### src/hdl/dpc_pkg.sv
package dpc_pkg;
	// Channel count and data widths
	localparam int NUM_CH = 2;
	localparam int POS_W = 32;
	localparam int CNT_W = 16;
	localparam int PAR_AW = 16;
	localparam int PAR_DW = 32;

	// Parameter addresses, two 16-bit words each, 32-bit values at their base word
	localparam logic [15:0] ADDR_STATUS = 16'h0A02;
	localparam logic [15:0] ADDR_EDGE1 = 16'h0A04;
	localparam logic [15:0] ADDR_EDGE2 = 16'h0A06;
	localparam logic [15:0] ADDR_ARM1 = 16'h0A08;
	localparam logic [15:0] ADDR_ARM2 = 16'h0A0A;
	localparam logic [15:0] ADDR_POS1 = 16'h0A0C;
	localparam logic [15:0] ADDR_POS2 = 16'h0A0E;
	localparam logic [15:0] ADDR_TALLY1 = 16'h0A10;
	localparam logic [15:0] ADDR_TALLY2 = 16'h0A12;
	localparam logic [15:0] ADDR_EDGE [NUM_CH] = '{ADDR_EDGE1, ADDR_EDGE2};
	localparam logic [15:0] ADDR_ARM [NUM_CH] = '{ADDR_ARM1, ADDR_ARM2};

	// Field values and positions
	localparam logic EDGE_FALL = 1'b0;
	localparam logic EDGE_RISE = 1'b1;
	localparam logic EDGE_RST = EDGE_FALL;
	localparam logic [1:0] ARM_STOP = 2'h0;
	localparam logic [1:0] ARM_ONCE = 2'h1;
	localparam logic [1:0] ARM_CONT = 2'h2;
	localparam int WARN_POS_BIT = 13;

	typedef enum logic [1:0] {
		MODE_IDLE = 2'b00,
		MODE_ONCE = 2'b01,
		MODE_CONT = 2'b10
	} dpc_mode_type;
endpackage

### src/hdl/dpc_channel.sv
`timescale 1ns/1ps
module dpc_channel
	import dpc_pkg::*;
#(
	parameter int CW = CNT_W,
	parameter int PW = POS_W
) (
	// Clock and synchronised reset
	input wire logic clk_i,
	input wire logic rst_n_i,
	// Capture pin, raw
	input wire logic trig_i,
	// Configuration and arming
	input wire logic edge_rise_i,
	input wire logic arm_wr_i,
	input wire logic [1:0] arm_code_i,
	// Drive position and reference redefinition
	input wire logic [PW-1:0] pos_i,
	input wire logic adj_i,
	input wire logic [PW-1:0] delta_i,
	// Channel state
	output dpc_mode_type mode_o,
	output logic captured_o,
	output logic [CW-1:0] tally_o,
	output logic [PW-1:0] pos_o
);
	if (CW < 1 || PW < 1) begin : g_bad_width
		$error("dpc_channel: widths must be positive");
	end

	typedef struct packed {
		logic sync1;
		logic sync2;
		logic prev;
		dpc_mode_type mode;
		logic captured;
		logic [CW-1:0] tally;
		logic [PW-1:0] pos;
	} dpc_ch_type;

	dpc_ch_type st_ff;
	dpc_ch_type nxt_st;
	logic hit;
	logic arming;

	always_comb begin
		nxt_st = st_ff;
		nxt_st.sync1 = trig_i;
		nxt_st.sync2 = st_ff.sync1;
		nxt_st.prev = st_ff.sync2;
		// One event per synchronised transition of the chosen polarity
		hit = (st_ff.mode != MODE_IDLE) && (st_ff.sync2 != st_ff.prev) && (st_ff.sync2 == edge_rise_i);
		arming = arm_wr_i && (arm_code_i != ARM_STOP);
		if (hit) begin
			nxt_st.pos = pos_i;
			nxt_st.tally = st_ff.tally + CW'(1);
		end else if (adj_i) begin
			// Keeps the stored value on the new position reference
			nxt_st.pos = st_ff.pos + delta_i;
		end
		if (hit && st_ff.mode == MODE_ONCE) begin
			nxt_st.mode = MODE_IDLE;
		end
		// Continuous mode simply stays in place on a hit
		if (arm_wr_i) begin
			nxt_st.mode = dpc_mode_type'(arm_code_i);
		end
		if (arming) begin
			nxt_st.tally = '0;
		end
		// An event in the arming cycle still shows as captured
		nxt_st.captured = hit | (st_ff.captured & ~arming);
	end

	always_ff @(posedge clk_i or negedge rst_n_i) begin
		if (!rst_n_i) begin
			st_ff <= '0;
		end else begin
			st_ff <= nxt_st;
		end
	end

	assign mode_o = st_ff.mode;
	assign captured_o = st_ff.captured;
	assign tally_o = st_ff.tally;
	assign pos_o = st_ff.pos;
endmodule

### src/hdl/dpc_capture_unit.sv
`timescale 1ns/1ps
module dpc_capture_unit
	import dpc_pkg::*;
(
	// Clock and reset
	input wire logic clk_i,
	input wire logic nrst_i,
	// Capture pins
	input wire logic first_trigger_input_i,
	input wire logic second_trigger_input_i,
	// Drive position, same clock
	input wire logic [POS_W-1:0] pos_i,
	input wire logic pos_redef_i,
	input wire logic [POS_W-1:0] pos_redef_delta_i,
	// Parameter access
	input wire logic par_req_i,
	input wire logic par_we_i,
	input wire logic [PAR_AW-1:0] par_addr_i,
	input wire logic [PAR_DW-1:0] par_wdata_i,
	output logic par_ack_o,
	output logic par_err_o,
	output logic [PAR_DW-1:0] par_rdata_o,
	// Warning word
	output logic [15:0] latched_warning_word_o
);
	typedef struct packed {
		logic [NUM_CH-1:0] edge_sel;
		logic ack;
		logic err;
		logic [PAR_DW-1:0] rdata;
		logic [15:0] warn;
	} dpc_top_type;

	logic [1:0] rst_sync_ff;
	logic rst_n;
	dpc_top_type st_ff;
	dpc_top_type nxt_st;

	logic [NUM_CH-1:0] trig;
	logic [NUM_CH-1:0] arm_wr;
	dpc_mode_type mode [NUM_CH];
	logic [NUM_CH-1:0] captured;
	logic [CNT_W-1:0] tally [NUM_CH];
	logic [POS_W-1:0] cpos [NUM_CH];
	logic wr;
	logic rd;
	logic arm_ok;

	// Decode and status layout are written for exactly two channels
	if (NUM_CH != 2 || WARN_POS_BIT > 15 || POS_W > PAR_DW || CNT_W > PAR_DW) begin : g_bad_pkg
		$error("dpc_capture_unit: package constants out of range");
	end

	// Release is synchronous so no flop leaves reset on a different edge
	always_ff @(posedge clk_i or negedge nrst_i) begin
		if (!nrst_i) begin
			rst_sync_ff <= 2'h0;
		end else begin
			rst_sync_ff <= {rst_sync_ff[0], 1'b1};
		end
	end
	assign rst_n = rst_sync_ff[1];

	assign trig = {second_trigger_input_i, first_trigger_input_i};
	assign wr = par_req_i & par_we_i;
	assign rd = par_req_i & ~par_we_i;
	assign arm_ok = par_wdata_i <= PAR_DW'(ARM_CONT);

	// Both channels are the same logic with private state
	for (genvar i = 0; i < NUM_CH; i++) begin : g_ch
		// Arm write goes straight to the channel so it acts on this edge
		assign arm_wr[i] = wr && arm_ok && (par_addr_i == ADDR_ARM[i]);
		dpc_channel #(
			.CW(CNT_W),
			.PW(POS_W)
		) u_ch (
			.clk_i(clk_i),
			.rst_n_i(rst_n),
			.trig_i(trig[i]),
			.edge_rise_i(st_ff.edge_sel[i]),
			.arm_wr_i(arm_wr[i]),
			.arm_code_i(par_wdata_i[1:0]),
			.pos_i(pos_i),
			.adj_i(pos_redef_i),
			.delta_i(pos_redef_delta_i),
			.mode_o(mode[i]),
			.captured_o(captured[i]),
			.tally_o(tally[i]),
			.pos_o(cpos[i])
		);
	end

	always_comb begin
		nxt_st = st_ff;
		nxt_st.ack = par_req_i;
		nxt_st.err = 1'b0;
		nxt_st.rdata = '0;
		// Running capture means the captured position is not yet valid
		nxt_st.warn = '0;
		nxt_st.warn[WARN_POS_BIT] = (mode[0] != MODE_IDLE) || (mode[1] != MODE_IDLE);
		if (par_req_i) begin
			unique case (par_addr_i)
				ADDR_STATUS: begin
					nxt_st.err = wr;
					nxt_st.rdata = PAR_DW'(captured);
				end
				ADDR_EDGE1, ADDR_EDGE2: begin
					if (wr && par_wdata_i > PAR_DW'(EDGE_RISE)) begin
						nxt_st.err = 1'b1;
					end else if (wr) begin
						// New polarity is used from the next edge on
						nxt_st.edge_sel[par_addr_i == ADDR_EDGE2] = par_wdata_i[0];
					end
					nxt_st.rdata = PAR_DW'(st_ff.edge_sel[par_addr_i == ADDR_EDGE2]);
				end
				ADDR_ARM1, ADDR_ARM2: begin
					nxt_st.err = wr & ~arm_ok;
					// Readback shows live mode, so a finished single capture reads 0
					nxt_st.rdata = PAR_DW'(mode[par_addr_i == ADDR_ARM2]);
				end
				ADDR_POS1, ADDR_POS2: begin
					nxt_st.err = wr;
					nxt_st.rdata = cpos[par_addr_i == ADDR_POS2];
				end
				ADDR_TALLY1, ADDR_TALLY2: begin
					// Counter is read-only from the host side
					nxt_st.err = wr;
					nxt_st.rdata = PAR_DW'(tally[par_addr_i == ADDR_TALLY2]);
				end
				default: begin
					nxt_st.err = 1'b1;
				end
			endcase
		end
	end

	always_ff @(posedge clk_i or negedge rst_n) begin
		if (!rst_n) begin
			st_ff <= '0;
			st_ff.edge_sel <= {NUM_CH{EDGE_RST}};
		end else begin
			st_ff <= nxt_st;
		end
	end

	assign par_ack_o = st_ff.ack;
	assign par_err_o = st_ff.err;
	assign par_rdata_o = st_ff.rdata;
	assign latched_warning_word_o = st_ff.warn;
endmodule

### config.mk
export PLATFORM = sky130hd
export DESIGN_NAME = dpc_capture_unit
export DESIGN_NICKNAME = d
export VERILOG_FILES = /design/src/hdl/dpc_pkg.sv /design/src/hdl/dpc_channel.sv /design/src/hdl/dpc_capture_unit.sv
export SDC_FILE = /design/constraint.sdc
export NUM_CORES = 1
export LEC_CHECK = 0
export BUFFER_PORTS_ARGS = -buffer_cell sky130_fd_sc_hd__buf_2
export CAP_MARGIN = 10
export CORE_ASPECT_RATIO = 0.6
export CORE_MARGIN = 4
export CORE_UTILIZATION = 35
export CTS_CLUSTER_DIAMETER = 150
export DETAILED_ROUTE_END_ITERATION = 6
export SLEW_MARGIN = 20
export SYNTH_ARGS = -nofsm -noshare
export SYNTH_HDL_FRONTEND = slang
export SYNTH_SLANG_ARGS = --single-unit
### constraint.sdc
create_clock -name clk_i -period 4.5 [get_ports clk_i]
set_clock_uncertainty 0.05 [all_clocks]
set_input_delay 0.9 -clock clk_i [delete_from_list [all_inputs] [get_ports clk_i]]
set_output_delay 0.9 -clock clk_i [all_outputs]
set_load 0.02 [all_outputs]
-- After elaboration in Yosys (flattened, before gate mapping)
Cells that the tools add are included.
- add/sub/neg operators: 4
- multipliers: 0
- divide/modulo/power cells: 0
- magnitude comparators: 7
- equality and inequality tests: 15
- shifts and indexed selects: 0
- multiplexer cells: 30
- bitwise logic cells: 13
- reductions and logical operators: 29
- operator list (cell ; number):
    $mux 32 ; 7
    $pmux 32 s5 ; 1
    $eq 16x12->1 const B ; 9
    $mux 16 ; 7
    $add 32x32->32 ; 2
    $mux 33 ; 1
    $add 16x1->16 const B ; 2
    $gt 32x1->1 const B ; 1
    $le 32x2->1 const B ; 1
    $reduce_bool 2->1 ; 9
    $mux 2 ; 7
    $logic_and 1x1->1 ; 13
    $reduce_or 2->1 ; 4
    $ge 2x2->1 const B ; 3
    $not 1->2 ; 3
    $reduce_or 5->1 ; 1
    $and 1x1->1 ; 4
    $eq 2x1->1 const B ; 2
    $mux 1 ; 4
    $not 1->1 ; 4
    $reduce_and 4->1 ; 1
    $pmux 1 s3 ; 1
    $bwmux 2 ; 1
    $eq 1x1->1 ; 2
    6 further kinds ; 8
- bits in registers: 147
- latch bits: 0
- bits in writable memories: 0
- ROM bits: 0
- input port bits: 119
- word-level logic and storage cells: 118
- memories kept: 0

-- Longest topological paths before layout
- depth in word-level cells: 7
- depth in mapped cells: 12

-- Modules after synthesis
Synthesis repeated with hierarchy kept, for this count alone.
- cell total of the unflattened synthesis: 1280
- area total of the unflattened synthesis: 11273.3 um^2
- by module, submodules not included (module ; instances ; cells an instance ; area each (um^2) ; sequential area each (um^2)):
    dpc_channel ; 2 ; 510 ; 4331.7 ; 1351.3
    dpc_capture_unit ; 1 ; 260 ; 2610.0 ; 975.9

-- Least setup slack after synthesis
Ideal clock, no wire load.
- path kind: input port to flip-flop
- from: in pos_redef_delta_i[0]
- to: reg g_ch[1].u_ch.st_ff, in the netlist g_ch[1].u_ch.pos_o[24]
- data arrival time: 3.173 ns
- data required time: 4.317 ns
- setup slack: 1.144 ns
- cell stages on the path: 12
- buffers on the path: 0
- cell sequence: ha_1 inv_1 fa_1 nor2b_1 o2111ai_1 a31o_2 a211oi_2 a211oi_2 a311oi_1 o21ai_0 a311oi_1 a21oi_1
- cells in the longest elaborated chain, start to end: 3
- RTL lines (item ; RTL line ; text):
    from (decl) ; dpc_capture_unit.sv:14 ; input wire logic [POS_W-1:0] pos_redef_delta_i,
    $add 32x32->32 ; dpc_channel.sv:59 ; nxt_st.pos = st_ff.pos + delta_i;
    $mux 32 ; dpc_channel.sv:57 ; end else if (adj_i) begin
    $mux 32 ; dpc_channel.sv:54 ; if (hit) begin
    to (signal assigned) ; dpc_channel.sv:79 ; st_ff <= nxt_st;
    to (decl) ; dpc_channel.sv:41 ; dpc_ch_type st_ff;
Every way passes these cells. The select of a mux whose other input is x is not followed.
A chain may end at the register's enable or synchronous reset.

-- Worst setup path after layout
Same ends and word-level chain as after synthesis.

==> results.txt <==
most frequent cells in the layout: buf_2 (153), dfrtp_1 (146), nand2_1 (119), nor2_1 (116), a21oi_1 (104)
crit path time final: 3.51 ns
CP Class: input pin to flop
Slowest cell on crit path: fa_1
global-route usage over all layers: 21.0%
fin nets: 1502
DR WL/cell: 20.1 microns
Worst-Skew Late Latency: 0.45 ns
Setup Fix Bufs, Post-CTS: 0
cell internal pwr: 4110 uW
H-tree lvl count: 4
outcome: finished, final reports clean
I/O Pins: 169
crit end category: flop
Switch Pwr: 3320 uW
DP Wirelength: 26.8 mm
Longest Clk Path Bufs: 2
power per cell area: 617 nW/um^2
synth top area cells: dfrtp_1 (35%), mux2i_1 (7.9%), ha_1 (7.7%)
Setup violations, final: 0
worst hold margin: 0.135 ns
Routed WL: 34.7 mm
Synth top area share: 35.4%
max incr delay on CP: 0.41 ns
row count: 48
layout cell share with drive strength beyond 1: 17.0%
Critical Path RT: 4.76 ns
Num CTS Buffers: 17
Comb pwr share: 53.4%
initial antenna violation count: 1
Initial Utilization: 35.8%
Crit path buffers/inverters: 2
dominant cell type by area after synthesis: dfrtp_1
die width: 231 microns
# hold bufs at CTS: 0
# DRC: 0
Seq cells post-synth: 147
die area: 32600 sq um
CP delay by family, top: compound AO/OA/AOI/OAI gates
DR pass1 iterations: 6
Hold Fails Final Rpt: 0
ys flop type: dfrtp_1
Startpoint Class: input pin
first-pass GRT wire length: 53.0 mm
DP Worst Slack: 0.600 ns
gpl congestion: 0.927
chip height: 142 microns
critical path fanouts, max: 4
drt first-iter violations: 1148
WP data arrival: 3.77 ns
Tcrit/Tclk final: 78.1%
most common cell after layout, fill and taps aside: buf_2
Max VDD drop: 0.339 mV
Mapped Cells: 1189
Mapped Area: 10400 sq um
setup TNS: 0 ns
Mapped Avg Cell Area: 8.75 sq um
Post-synth EDFFs: 0
sequential share of the synthesized area: 35.4%
P_leak: 0.00571 uW
Core ar.: 29000 sq um
setup repair after global routing missed its margin: no
max_slew headroom: 38.3%
switching part of the total: 44.7%
Root Driver: clkbuf_16
vias in the first global route: 8734
Hold Crit Class: flop to asynchronous set/reset pin
setup slack after layout: 0.987 ns
Seq pwr share: 27.9%
CTS tree: built
total grt overflow: 0
antenna viol nets, final: 0
CTS Sinks: 147
Area Overhead vs Synth: 15.8%
yosys warns: 0
clock transition at the registers of the reported paths: 0.06 ns
number of diodes: 0
fmax: 0.285 GHz
clock share of power: 18.7%
pin count of the biggest net entering global routing: 131
pins over their slew limit: 0
Max-Cap Viols: 0
Slew @ Worst Pin: 0.924 ns
total vias in the final route: 9604
PostCTS Resize Cnt: 0
ys async rst share: 100%
Via density: 5.55
Yosys cell types: 74
CP Cell Sequence: buf_2 > ha_1 > inv_1 > fa_1 > nor2b_1 > o2111ai_1 > a31o_2 > a211oi_2 > a211oi_2 > a311oi_1 > o21ai_0 > a311oi_1 > a21oi_1
number of fill cells in the layout: 2909
port buffer count: 153
[per-layer routing]
layer	wire (microns)	up-vias	GRT usage [%]
met2	12800	417	26.0
li1	-	4522	-
met1	18300	4632	34.9
met5	8	-	0
met4	346	2	3.37
met3	3200	31	6.38
[registers in the layout, summed over array words and instances, names as in the netlist]
name and count:
st_ff 2, par_err_o 1, g_ch.u_ch.pos_o 64, g_ch.u_ch.tally_o 32
g_ch.u_ch.st_ff 2, g_ch.u_ch.captured_o 2, g_ch.u_ch.mode_o 4, latched_warning_word_o 1
par_ack_o 1, par_rdata_o 32, g_ch.u_ch.nxt_st 4, rst_sync_ff 2
[synthesized netlist by cell type, types with 36 or more instances]
library cell    n
xnor2_1        41
nand2_1       119
xor2_1         36
clkbuf_1       41
nor2_1        117
mux2i_1        82
dfrtp_1       147
o21ai_0        81
and3_1         37
a21oi_1       105
ha_1           64
[area by class of cell]
cell class                      instances  area, sq um  share of cell area (%)
Clock buffer                           20          457                    3.79
Tap cell                              400          500                    4.16
Inverter                               25         93.8                   0.779
Timing Repair Buffer                  165          868                    7.21
Sequential cell                       147         3680                    30.6
Clock inverter                         11          104                   0.862
Multi-Input combinational cell        961         6340                    52.6
[power by group through the flow]
stage | Combinational [uW] | Clock (uW) | Sequential (uW)
floorplan | 2900 | 0 | 1980
global placement | 3830 | 0 | 2070
detailed placement | 3850 | 0 | 2090
CTS | 3880 | 1420 | 2060
global route | 4340 | 1470 | 2120
finish | 3970 | 1390 | 2070
[final timing paths]
kind | to | slack, ns | cells past startpoint | from
max | g_ch[1].u_ch.pos_o[24] | 0.99 | 13 | pos_redef_delta_i[0]
min | par_rdata_o[2] | 0.14 | 0 | rst_sync_ff[1]
max reg2reg | g_ch[1].u_ch.pos_o[24] | 1.12 | 12 | g_ch[1].u_ch.pos_o[0]
min reg2reg | par_rdata_o[2] | 0.14 | 0 | rst_sync_ff[1]
max in group asynchronous | g_ch[1].u_ch.pos_o[24] | 3.21 | 1 | rst_sync_ff[1]
min in group clk_i | rst_sync_ff[1] | 0.30 | 0 | rst_sync_ff[0]
[cells by family after synthesis]
kind of cell / share of synthesized area, %
and+or+nand+nor: 18.3
AOI/OAI and AO/OA: 18.8
DFF: 35.4
buffers and inverters: 4.43
muxes: 8.43
xor gates and xnor gates: 6.49
adders and majority gates: 8.09
other: 0.0722
[stage by stage]
stage               utilization (%)  total power (uW)  area (sq um)  instances
floorplan                         -              4880         10500       1203
detailed placement             39.6              5940         11500       1698
finish                         41.5              7430         12000       1729
global placement               39.6              5900         11500       1698
global route                   41.5              7930         12000       1729
CTS                            41.5              7360         12000       1729
No activity file was read; power rests on OpenSTA's default activity.
